===== src/hw/cpr_pkg.sv =====
// Purpose: shared constants and types for the programmer-visible register set
// Assumes: 250 MHz ref_clk, single clock domain
// Notes: status word bit placement and function code values are local choices
package cpr_pkg;
    // operand sizes
    typedef enum logic [1:0] {SZ_BYTE, SZ_WORD, SZ_LONG} cpr_size_t;
    // control registers reachable by the control register move
    typedef enum logic [1:0] {CM_SFC, CM_DFC, CM_VBR, CM_USP} cpr_ctl_t;
    // status word field positions
    localparam int SW_C_BIT = 0;
    localparam int SW_V_BIT = 1;
    localparam int SW_Z_BIT = 2;
    localparam int SW_N_BIT = 3;
    localparam int SW_X_BIT = 4;
    localparam int SW_IPM_LO = 8;
    localparam int SW_IPM_HI = 10;
    localparam int SW_S_BIT = 13;
    localparam int SW_T_LO = 14;
    localparam int SW_T_HI = 15;
    localparam logic [15:0] SW_IMPL_MASK = 16'hE71F;
    localparam logic [15:0] SW_CCR_MASK = 16'h001F;
    // after reset: supervisor, all interrupts masked, trace off
    localparam logic [15:0] SW_RESET = 16'h2700;
    localparam logic [31:0] PC_RESET = 32'h0000_0000;
    localparam logic [31:0] VBR_RESET = 32'h0000_0000;
    localparam logic [2:0] FC_RESET = 3'h0;
    // function codes
    localparam logic [2:0] FC_USER_DATA = 3'h1;
    localparam logic [2:0] FC_USER_PROG = 3'h2;
    localparam logic [2:0] FC_SUP_DATA = 3'h5;
    localparam logic [2:0] FC_SUP_PROG = 3'h6;
    localparam logic [2:0] FC_CPU_SPACE = 3'h7;
    localparam int NUM_AREGS = 7;
    localparam int NUM_DREGS = 8;
    localparam int BUS_ADDR_W = 24;
    localparam logic [23:0] HALF_STEP = 24'h00_0002;
endpackage : cpr_pkg


===== src/hw/cpr_regs.sv =====
// Purpose: programmer register set: data/address regs, stack pointers, pc,
//          status word, alternate space codes, vector base, operand bus access
// Assumes: all requests come from core logic on ref_clk, one at a time
// Notes: register read results appear one cycle after the request; operand bus reads appear with mem_done_q
`timescale 1ns/1ps
`default_nettype none
module cpr_regs (
    input wire logic ref_clk,
    input wire logic resetn,
    input wire logic dr_wr_en,
    input wire logic [2:0] dr_wr_idx,
    input wire cpr_pkg::cpr_size_t dr_wr_size,
    input wire logic [31:0] dr_wr_data,
    input wire logic [2:0] dr_rd_idx,
    input wire cpr_pkg::cpr_size_t dr_rd_size,
    output logic [31:0] dr_rd_data_q,
    input wire logic ar_wr_en,
    input wire logic [2:0] ar_wr_idx,
    input wire cpr_pkg::cpr_size_t ar_wr_size,
    input wire logic [31:0] ar_wr_data,
    input wire logic [2:0] ar_rd_idx,
    input wire cpr_pkg::cpr_size_t ar_rd_size,
    output logic [31:0] ar_rd_data_q,
    output logic size_err_q,
    input wire logic pc_load,
    input wire logic [31:0] pc_load_val,
    input wire logic pc_inc,
    input wire logic [2:0] pc_inc_words,
    output logic [31:0] next_instr_pointer_q,
    input wire logic cc_upd_en,
    input wire logic [4:0] cc_upd_val,
    input wire logic sw_wr_en,
    input wire logic sw_rd_en,
    input wire logic sw_ccr_only,
    input wire logic [15:0] sw_wr_data,
    output logic [15:0] sw_rd_data_q,
    output logic [15:0] processor_status_word_q,
    input wire logic cm_en,
    input wire logic cm_write,
    input wire cpr_pkg::cpr_ctl_t cm_sel,
    input wire logic [31:0] cm_wdata,
    output logic [31:0] cm_rdata_q,
    output logic priv_viol_q,
    input wire logic [7:0] vec_num,
    output logic [31:0] vec_addr_q,
    input wire logic mem_req,
    input wire logic mem_rnw,
    input wire logic mem_prog,
    input wire logic mem_cpu_space,
    input wire logic mem_alt,
    input wire cpr_pkg::cpr_size_t mem_size,
    input wire logic [31:0] mem_addr,
    input wire logic [31:0] mem_wdata,
    output logic [31:0] mem_rdata_q,
    output logic mem_done_q,
    output logic mem_busy_q,
    output logic addr_err_q,
    output logic bus_req_q,
    output logic bus_rnw_q,
    output logic [23:0] bus_addr_q,
    output logic [2:0] bus_fc_q,
    output logic bus_ustb_q,
    output logic bus_lstb_q,
    output logic [15:0] bus_wdata_q,
    input wire logic bus_ack,
    input wire logic [15:0] bus_rdata
);
    typedef enum logic [1:0] {BS_IDLE, BS_HI, BS_LO} cpr_bus_t;
    logic [31:0] dr_q [cpr_pkg::NUM_DREGS];
    logic [31:0] ar_q [cpr_pkg::NUM_AREGS];
    logic [31:0] usp_q, ssp_q, vbr_q;
    logic [2:0] sfc_q, dfc_q;
    logic [15:0] sw_d;
    logic [15:0] bus_hi_q;
    logic bus_long_q, bus_byte_q, bus_odd_q;
    logic [15:0] bus_lo_data_q;
    cpr_bus_t bs_q;

    function automatic logic [31:0] sext_src(input logic [31:0] v, input cpr_pkg::cpr_size_t s);
        sext_src = (s == cpr_pkg::SZ_LONG) ? v : {{16{v[15]}}, v[15:0]};
    endfunction : sext_src

    function automatic logic [31:0] merge(input logic [31:0] o, input logic [31:0] n, input cpr_pkg::cpr_size_t s);
        unique case (s)
            cpr_pkg::SZ_BYTE: merge = {o[31:8], n[7:0]};
            cpr_pkg::SZ_WORD: merge = {o[31:16], n[15:0]};
            default: merge = n;
        endcase
    endfunction : merge

    wire sup = processor_status_word_q[cpr_pkg::SW_S_BIT];
    wire ar_byte = ar_wr_en && ar_wr_size == cpr_pkg::SZ_BYTE;
    wire ar_ok = ar_wr_en && !ar_byte;
    wire [31:0] ar_new = sext_src(ar_wr_data, ar_wr_size);
    wire [31:0] sp_cur = sup ? ssp_q : usp_q;
    wire [31:0] ar_sel = (ar_rd_idx == 3'h7) ? sp_cur : ar_q[ar_rd_idx];
    wire [31:0] dr_sel = dr_q[dr_rd_idx];
    wire sw_full = (sw_wr_en || sw_rd_en) && !sw_ccr_only;
    wire cm_deny = cm_en && !sup;
    wire sw_deny = sw_full && !sup;
    wire alt_deny = mem_req && mem_alt && !sup && bs_q == BS_IDLE;
    wire sw_wr_ok = sw_wr_en && !sw_deny;
    wire [15:0] sw_wmask = sw_ccr_only ? cpr_pkg::SW_CCR_MASK : cpr_pkg::SW_IMPL_MASK;
    wire cm_wr_ok = cm_en && cm_write && sup;
    wire [2:0] fc_auto = mem_cpu_space ? cpr_pkg::FC_CPU_SPACE :
                         sup ? (mem_prog ? cpr_pkg::FC_SUP_PROG : cpr_pkg::FC_SUP_DATA) :
                         (mem_prog ? cpr_pkg::FC_USER_PROG : cpr_pkg::FC_USER_DATA);
    wire [2:0] fc_sel = mem_alt ? (mem_rnw ? sfc_q : dfc_q) : fc_auto;
    wire mis = mem_size != cpr_pkg::SZ_BYTE && mem_addr[0];
    wire [31:0] cm_sel_val = (cm_sel == cpr_pkg::CM_SFC) ? {29'h0, sfc_q} :
                             (cm_sel == cpr_pkg::CM_DFC) ? {29'h0, dfc_q} :
                             (cm_sel == cpr_pkg::CM_VBR) ? vbr_q : usp_q;
    wire [7:0] rd_lane = bus_odd_q ? bus_rdata[7:0] : bus_rdata[15:8];

    always_comb
    begin
        sw_d = processor_status_word_q;
        if (cc_upd_en)
            sw_d[4:0] = cc_upd_val;
        if (sw_wr_ok)
            sw_d = (sw_d & ~sw_wmask) | (sw_wr_data & sw_wmask);
    end

    genvar gi;
    generate
        for (gi = 0; gi < cpr_pkg::NUM_DREGS; gi++)
        begin : g_dr
            always_ff @(posedge ref_clk or negedge resetn)
            begin
                if (!resetn)
                    dr_q[gi] <= 32'h0000_0000;
                else if (dr_wr_en && dr_wr_idx == gi)
                    dr_q[gi] <= merge(dr_q[gi], dr_wr_data, dr_wr_size);
            end
        end
        for (gi = 0; gi < cpr_pkg::NUM_AREGS; gi++)
        begin : g_ar
            always_ff @(posedge ref_clk or negedge resetn)
            begin
                if (!resetn)
                    ar_q[gi] <= 32'h0000_0000;
                else if (ar_ok && ar_wr_idx == gi)
                    ar_q[gi] <= ar_new;
            end
        end
    endgenerate

    always_ff @(posedge ref_clk or negedge resetn)
    begin
        if (!resetn)
        begin
            usp_q <= 32'h0000_0000;
            ssp_q <= 32'h0000_0000;
            sfc_q <= cpr_pkg::FC_RESET;
            dfc_q <= cpr_pkg::FC_RESET;
            vbr_q <= cpr_pkg::VBR_RESET;
            processor_status_word_q <= cpr_pkg::SW_RESET;
            next_instr_pointer_q <= cpr_pkg::PC_RESET;
            size_err_q <= 1'b0;
            priv_viol_q <= 1'b0;
            dr_rd_data_q <= 32'h0000_0000;
            ar_rd_data_q <= 32'h0000_0000;
            sw_rd_data_q <= 16'h0000;
            cm_rdata_q <= 32'h0000_0000;
            vec_addr_q <= 32'h0000_0000;
        end
        else
        begin
            // stack pointer 7 follows the privilege level in force
            if (ar_ok && ar_wr_idx == 3'h7 && sup)
                ssp_q <= ar_new;
            if ((ar_ok && ar_wr_idx == 3'h7 && !sup) || (cm_wr_ok && cm_sel == cpr_pkg::CM_USP))
                usp_q <= (cm_wr_ok && cm_sel == cpr_pkg::CM_USP) ? cm_wdata : ar_new;
            if (cm_wr_ok && cm_sel == cpr_pkg::CM_SFC)
                sfc_q <= cm_wdata[2:0];
            if (cm_wr_ok && cm_sel == cpr_pkg::CM_DFC)
                dfc_q <= cm_wdata[2:0];
            if (cm_wr_ok && cm_sel == cpr_pkg::CM_VBR)
                vbr_q <= cm_wdata;
            processor_status_word_q <= sw_d;
            if (pc_load)
                next_instr_pointer_q <= pc_load_val;
            else if (pc_inc)
                next_instr_pointer_q <= next_instr_pointer_q + {28'h000_0000, pc_inc_words, 1'b0};
            size_err_q <= ar_byte;
            priv_viol_q <= cm_deny || sw_deny || alt_deny;
            dr_rd_data_q <= merge(32'h0000_0000, dr_sel, dr_rd_size);
            ar_rd_data_q <= (ar_rd_size == cpr_pkg::SZ_LONG) ? ar_sel : {16'h0000, ar_sel[15:0]};
            sw_rd_data_q <= processor_status_word_q & (sw_ccr_only ? cpr_pkg::SW_CCR_MASK : cpr_pkg::SW_IMPL_MASK);
            if (cm_en && !cm_write && sup)
                cm_rdata_q <= cm_sel_val;
            vec_addr_q <= vbr_q + {22'h00_0000, vec_num, 2'b00};
        end
    end

    // operand bus: 16-bit, long words go high half first then low half
    always_ff @(posedge ref_clk or negedge resetn)
    begin
        if (!resetn)
        begin
            bs_q <= BS_IDLE;
            bus_req_q <= 1'b0;
            bus_rnw_q <= 1'b1;
            bus_addr_q <= 24'h00_0000;
            bus_fc_q <= 3'h0;
            bus_ustb_q <= 1'b0;
            bus_lstb_q <= 1'b0;
            bus_wdata_q <= 16'h0000;
            bus_hi_q <= 16'h0000;
            bus_lo_data_q <= 16'h0000;
            bus_long_q <= 1'b0;
            bus_byte_q <= 1'b0;
            bus_odd_q <= 1'b0;
            mem_rdata_q <= 32'h0000_0000;
            mem_done_q <= 1'b0;
            mem_busy_q <= 1'b0;
            addr_err_q <= 1'b0;
        end
        else
        begin
            mem_done_q <= 1'b0;
            addr_err_q <= 1'b0;
            unique case (bs_q)
                BS_IDLE:
                begin
                    if (mem_req && !alt_deny && mis)
                        addr_err_q <= 1'b1;
                    else if (mem_req && !alt_deny)
                    begin
                        bs_q <= BS_HI;
                        bus_req_q <= 1'b1;
                        mem_busy_q <= 1'b1;
                        bus_rnw_q <= mem_rnw;
                        bus_addr_q <= mem_addr[23:0];
                        bus_fc_q <= fc_sel;
                        bus_long_q <= mem_size == cpr_pkg::SZ_LONG;
                        bus_byte_q <= mem_size == cpr_pkg::SZ_BYTE;
                        bus_odd_q <= mem_addr[0];
                        bus_ustb_q <= mem_size != cpr_pkg::SZ_BYTE || !mem_addr[0];
                        bus_lstb_q <= mem_size != cpr_pkg::SZ_BYTE || mem_addr[0];
                        bus_wdata_q <= (mem_size == cpr_pkg::SZ_LONG) ? mem_wdata[31:16] :
                                       (mem_size == cpr_pkg::SZ_BYTE) ? {2{mem_wdata[7:0]}} : mem_wdata[15:0];
                        bus_lo_data_q <= mem_wdata[15:0];
                    end
                end
                BS_HI:
                begin
                    if (bus_ack && bus_long_q)
                    begin
                        bs_q <= BS_LO;
                        bus_hi_q <= bus_rdata;
                        bus_addr_q <= bus_addr_q + cpr_pkg::HALF_STEP;
                        bus_wdata_q <= bus_lo_data_q;
                    end
                    else if (bus_ack)
                    begin
                        bs_q <= BS_IDLE;
                        bus_req_q <= 1'b0;
                        mem_busy_q <= 1'b0;
                        mem_done_q <= 1'b1;
                        mem_rdata_q <= bus_byte_q ? {24'h00_0000, rd_lane} : {16'h0000, bus_rdata};
                    end
                end
                BS_LO:
                begin
                    if (bus_ack)
                    begin
                        bs_q <= BS_IDLE;
                        bus_req_q <= 1'b0;
                        mem_busy_q <= 1'b0;
                        mem_done_q <= 1'b1;
                        mem_rdata_q <= {bus_hi_q, bus_rdata};
                    end
                end
            endcase
        end
    end
endmodule : cpr_regs
`default_nettype wire


===== config.mk =====
export PLATFORM = sky130hd
export DESIGN_NAME = cpr_regs
export DESIGN_NICKNAME = d
export VERILOG_FILES = /design/src/hw/cpr_pkg.sv /design/src/hw/cpr_regs.sv
export SDC_FILE = /design/constraint.sdc
export NUM_CORES = 2
export LEC_CHECK = 0
export ABC_AREA = 1
export BUFFER_PORTS_ARGS = -buffer_cell sky130_fd_sc_hd__buf_2
export CAP_MARGIN = 20
export CORE_MARGIN = 2
export CORE_UTILIZATION = 35
export DETAILED_ROUTE_END_ITERATION = 7
export GPL_TIMING_DRIVEN = 1
export HOLD_SLACK_MARGIN = 0.12
export RECOVER_POWER = 100
export SLEW_MARGIN = 15
export SYNTH_ARGS = -nofsm -noshare
export SYNTH_HDL_FRONTEND = slang
export SYNTH_SLANG_ARGS = --single-unit
export TNS_END_PERCENT = 5

===== constraint.sdc =====
create_clock -name ref_clk -period 3.47 [get_ports ref_clk]
set_input_delay 0.1735 -clock ref_clk [delete_from_list [all_inputs] [get_ports ref_clk]]
set_output_delay 0.1735 -clock ref_clk [all_outputs]
set_load 0.02 [all_outputs]

* Word-level counts from Yosys, hierarchy flattened
Cells that the tools add are included.
** Word-level totals
- Register bits :: 895
- Input port bits :: 282
- Output and inout port bits :: 276
- Word-level logic and storage cells :: 256
** Cells by class
- Add/subtract/negate cells :: 3
- Magnitude comparators :: 2
- Eq/ne operators :: 31
- Multiplexer cells :: 61
- Bitwise logic cells :: 10
- Reductions and logical operators :: 86
** Operators by type and width (count)
- $mux 32 :: 17
- $bmux 32 s3 :: 2
- $pmux 32 s2 :: 3
- $mux 16 :: 7
- $mux 24 :: 3
- $and 16x16->16 :: 3
- $pmux 24 s2 :: 1
- $logic_and 1x1->1 :: 39
- $add 32x10->32 :: 1
- $add 32x4->32 :: 1
- $pmux 16 s2 :: 1
- $reduce_and 3->1 :: 10
- $eq 3x3->1 const B :: 9
- $add 24x2->24 const B :: 1
- $reduce_and 2->1 :: 10
- $not 16->16 :: 1
- $or 16x16->16 :: 1
- $eq 2x2->1 const B :: 6
- $eq 3x2->1 const B :: 4
- $logic_not 2->1 :: 6
- $mux 2 :: 6
- $mux 3 :: 4
- $mux 1 :: 10
- $mux 5 :: 2
- 16 further kinds :: 45

* Longest topological paths before layout
- Depth in word-level cells :: 8
- Gate-level depth with buffers :: 13
- Gate-level depth less buffers :: 13

* Worst setup path after synthesis
No wires, ideal clock.
- Path type :: reg2reg
- Start :: register next_instr_pointer_q[1]
- End :: register next_instr_pointer_q[31]
- Setup time :: 0.121 ns
- Arrival :: 1.946 ns
- Data required time :: 3.349 ns
- Path slack :: 1.402 ns
- Stages on the path, launching flop included :: 12
- Path buffers :: 0
- Period minus slack after synthesis :: 2.068 ns
- Cells stage by stage :: dfrtp_1 ha_1 inv_1 fa_1 inv_1 nand2_1 nand2_1 nand3_1 nor2_1 nand3_1 nand3_1 nand2_1
** Between the ends
- Word-level cells in the longest chain between the ends :: 3
** Ends and longest elaborated chain
- from (decl) :: RTL line cpr_regs.sv:29 : output logic [31:0] next_instr_pointer_q,
- from (signal assigned) :: RTL line cpr_regs.sv:158 : next_instr_pointer_q <= cpr_pkg::PC_RESET;
- from (signal assigned) :: RTL line cpr_regs.sv:182 : next_instr_pointer_q <= pc_load_val;
- from (signal assigned) :: RTL line cpr_regs.sv:184 : next_instr_pointer_q <= next_instr_pointer_q + {28'h000_0000, pc_inc_words, 1'b0};
- $add 32x4->32 :: RTL line cpr_regs.sv:184
- $mux 32 :: RTL line cpr_regs.sv:183 : else if (pc_inc)
- $mux 32 :: RTL line cpr_regs.sv:181 : if (pc_load)
No other way between the ends. The select of a mux whose other input is x is not followed.
A chain may end at the register's enable or synchronous reset.

==> results.cfg <==
[power]
power.density_nw_per_um2 = 703
power_leakage_uw = 0.0237
power.ir.vdd_worst_mv = 0.483

[grt]
met1_usage_pct = 33.1
grt_antenna_before_repair = 19
met3_usage_pct = 4.75
grt_use_total_pct = 23.4
grt.busiest_layer = met2
globalRouteOverflowTotal = 0
grt_util_met2_pct = 35.8
vias_in_the_first_global_route = 35660
global_route_wire_length_before_repair_um = 214000
grt_max_degree = 143

[sta]
slew_headroom_pct = -19.4
finalMaxSlewViolations = 320
setup_slack_ns = 0.314
timing.final.crit_share_pct = 91.0
final.min_clock_period_ns = 3.16
rsz0062_at_grt = no
finalSetupTns_ns = 0
report.final.hold_viol_count = 0
tightest_slew_ns = 1.79
worst_clock_skew_ns = 0.0330
setup_viol = 0
final.hold.worst_slack_ns = 0.152
max_clock_freq_mhz = 317

[drt]
drt-initial-drc-count = 3144
drt-wirelength-per-cell_um = 19.4
drtAntennaViolNets = 0
total_number_of_vias = 37154
drt-pass1-iter-count = 6
routed_wl_um = 141000
post_drt_via_cell_ratio = 5.10
remaining_drc_errors = 0

[layout]
layout-area-overhead-vs-synth_pct = 25.0
layout.cells.most_common_list = 1350 x sky130_fd_sc_hd__nand2_1, 943 x sky130_fd_sc_hd__o21ai_0, 879 x sky130_fd_sc_hd__dfrtp_1
final_net_count = 5970
largest_registers = dr_q (256), ar_q (224)
finish.utilization_pct = 44.1
largest-register = dr_q
largest_reg_flops = 256
final_layout_size_suffix_gt1_share_pct = 8.93
register_area_sq_um = 22100
area_taken_by_multi_input_logic_gates_sq_um = 15500
most_common_cell_after_layout_fill_and_taps_aside = sky130_fd_sc_hd__nand2_1
num-fill-cells = 11462

[yosys]
synth_seq_cells = 884
synth_cells = 4905
synth_flop_cell = sky130_fd_sc_hd__dfrtp_1
yosys_warnings = 0
synth_async_sr_flop_share_pct = 100
post_synthesis_cell_area_sq_um = 40300
synth-edff-count = 0
postSynthAreaPerCell_sq_um = 8.21
synth_sequential_area_ratio_pct = 54.9
post_synth_num_cell_types = 47

[setup_path]
cp_data_required_time_ns = 3.30
cp_max_fo = 32
cp_data_arrival_time_ns = 2.98
worst_r2r_path_depth = 7
start_kind = register
worstSetupEndpointType = primary output
critical_path_class = reg -> out

[place]
portBuffers = 534
weighted_congestion_at_the_end_of_routability_driven_global_placement = 0.915
place_hpwl_um = 94200
placement.setup.worst_slack_ns = 0.929

[cts]
clock_insertion_delay_worst_skew_ns = 0.70
post_cts_buffers = 0
cts_max_level = 3
cts_repair_resize_count = 0
path_clk_slew_ns = 0.06
cts_num_sinks = 884
cts_max_path_buffers = 3
cts_tree = done
numCtsBuffers = 98
cts-root-buf = sky130_fd_sc_hd__clkbuf_16

[die]
die_area_sq_um = 118000
height_of_the_die_um = 343
die_w_um = 343
top_level_ports = 558
design.core.area_sq_um = 114000
starting_utilization_of_the_core_area_pct = 35.3
fp-row-count = 124

[status]
failing_checks = capacitance limit, slew limit
run_status = finished, violations left

[flow_run]
max-cap-violations = 8

[min_path]
hold_class = in -> reg
hold_depth = 5
[cell families (layout without fill, tap and decap cells)]
family | count (synthesis) | in the layout | synth area share (%)
other | 1 | 26 | 0.00931
buffers and inverters | 635 | 1476 | 6.58
xor gates and xnor gates | 20 | 20 | 0.435
adders and majority gates | 17 | 17 | 0.565
and+or+nand+nor | 2015 | 2015 | 19.9
muxes | 2 | 2 | 0.0559
AOI/OAI and AO/OA | 1331 | 1331 | 17.5
DFF | 884 | 884 | 54.9
[metrics by stage]
stage / cell area, sq um / std cells / total power [uW]
2_1_floorplan: 40300 / 4914 / 20600
3_3_place_gp: 44400 / 6755 / 24200
3_5_place_dp: 44400 / 6757 / 24400
4_1_cts: 51100 / 7266 / 35900
5_1_grt: 50300 / 7269 / 37500
6_report: 50400 / 7283 / 35400
[timing repair]
action                                  CTS  global route
endpoints found under the hold margin  1199             0
setup endpoints to repair                 0             0
hold buffers                            325             0
[worst max-delay path, stage by stage, from the launching register on]
cell and delay (ns):
sky130_fd_sc_hd__dfstp_1 0.56, sky130_fd_sc_hd__buf_4 0.43, sky130_fd_sc_hd__clkbuf_1 0.92, sky130_fd_sc_hd__clkbuf_1 0.35
[cell type report]
cell class | instances | area share [%]
flip-flops and latches | 884 | 43.9
multi-input cells | 3395 | 30.8
repair buffers | 945 | 12.1
clock buffers | 145 | 5.78
well taps | 1512 | 3.76
inverters | 347 | 2.60
clock inverters | 39 | 1.00
diodes | 16 | 0.0795
[synthesized netlist by cell type, drive strengths merged, types with 13 or more instances]
cell type / count / area (sq um)
o21ai: 952 / 4770
buf: 107 / 662
ha: 15 / 188
o21a: 17 / 128
nand3: 160 / 806
clkbuf: 181 / 683
nand2: 1356 / 5130
a22oi: 25 / 188
a31oi: 24 / 150
nand4: 22 / 181
xor2: 13 / 114
nor2: 449 / 1710
o22ai: 81 / 507
inv: 343 / 1290
dfrtp: 879 / 22000
a21oi: 171 / 856
o211ai: 38 / 285
o31ai: 16 / 120
[power breakdown]
group	total (uW)	switching [uW]	internal, uW
sequential	15200	2070	13200
combinational	9270	6270	3000
clock	10900	4540	6380
total	35400	12900	22500
[final timing paths]
kind	from	endpoint	slack [ns]
max	register	processor_status_word_q[13]	0.31
min	ar_rd_idx[1]	ar_rd_data_q[3]	0.15
max reg2reg	register	processor_status_word_q[2]	0.40
min reg2reg	processor_status_word_q[4]	sw_rd_data_q[4]	0.41
max in group asynchronous	resetn	dr_q[237]	0.67
min in group asynchronous	resetn	dr_q[118]	0.57
[metal layers]
| metal | part of all wire [%] | vias to the layer above | wire [um] |
|---|---|---|---|
| met1 | 44 | 17803 | 61900 |
| met2 | 44 | 1472 | 62500 |
| met4 | 3.4 | 6 | 4760 |
| met3 | 8.4 | 283 | 11800 |
| met5 | 0.026 | - | 36 |
| li1 | - | 17590 | - |
(Power assumes the default switching activity.)
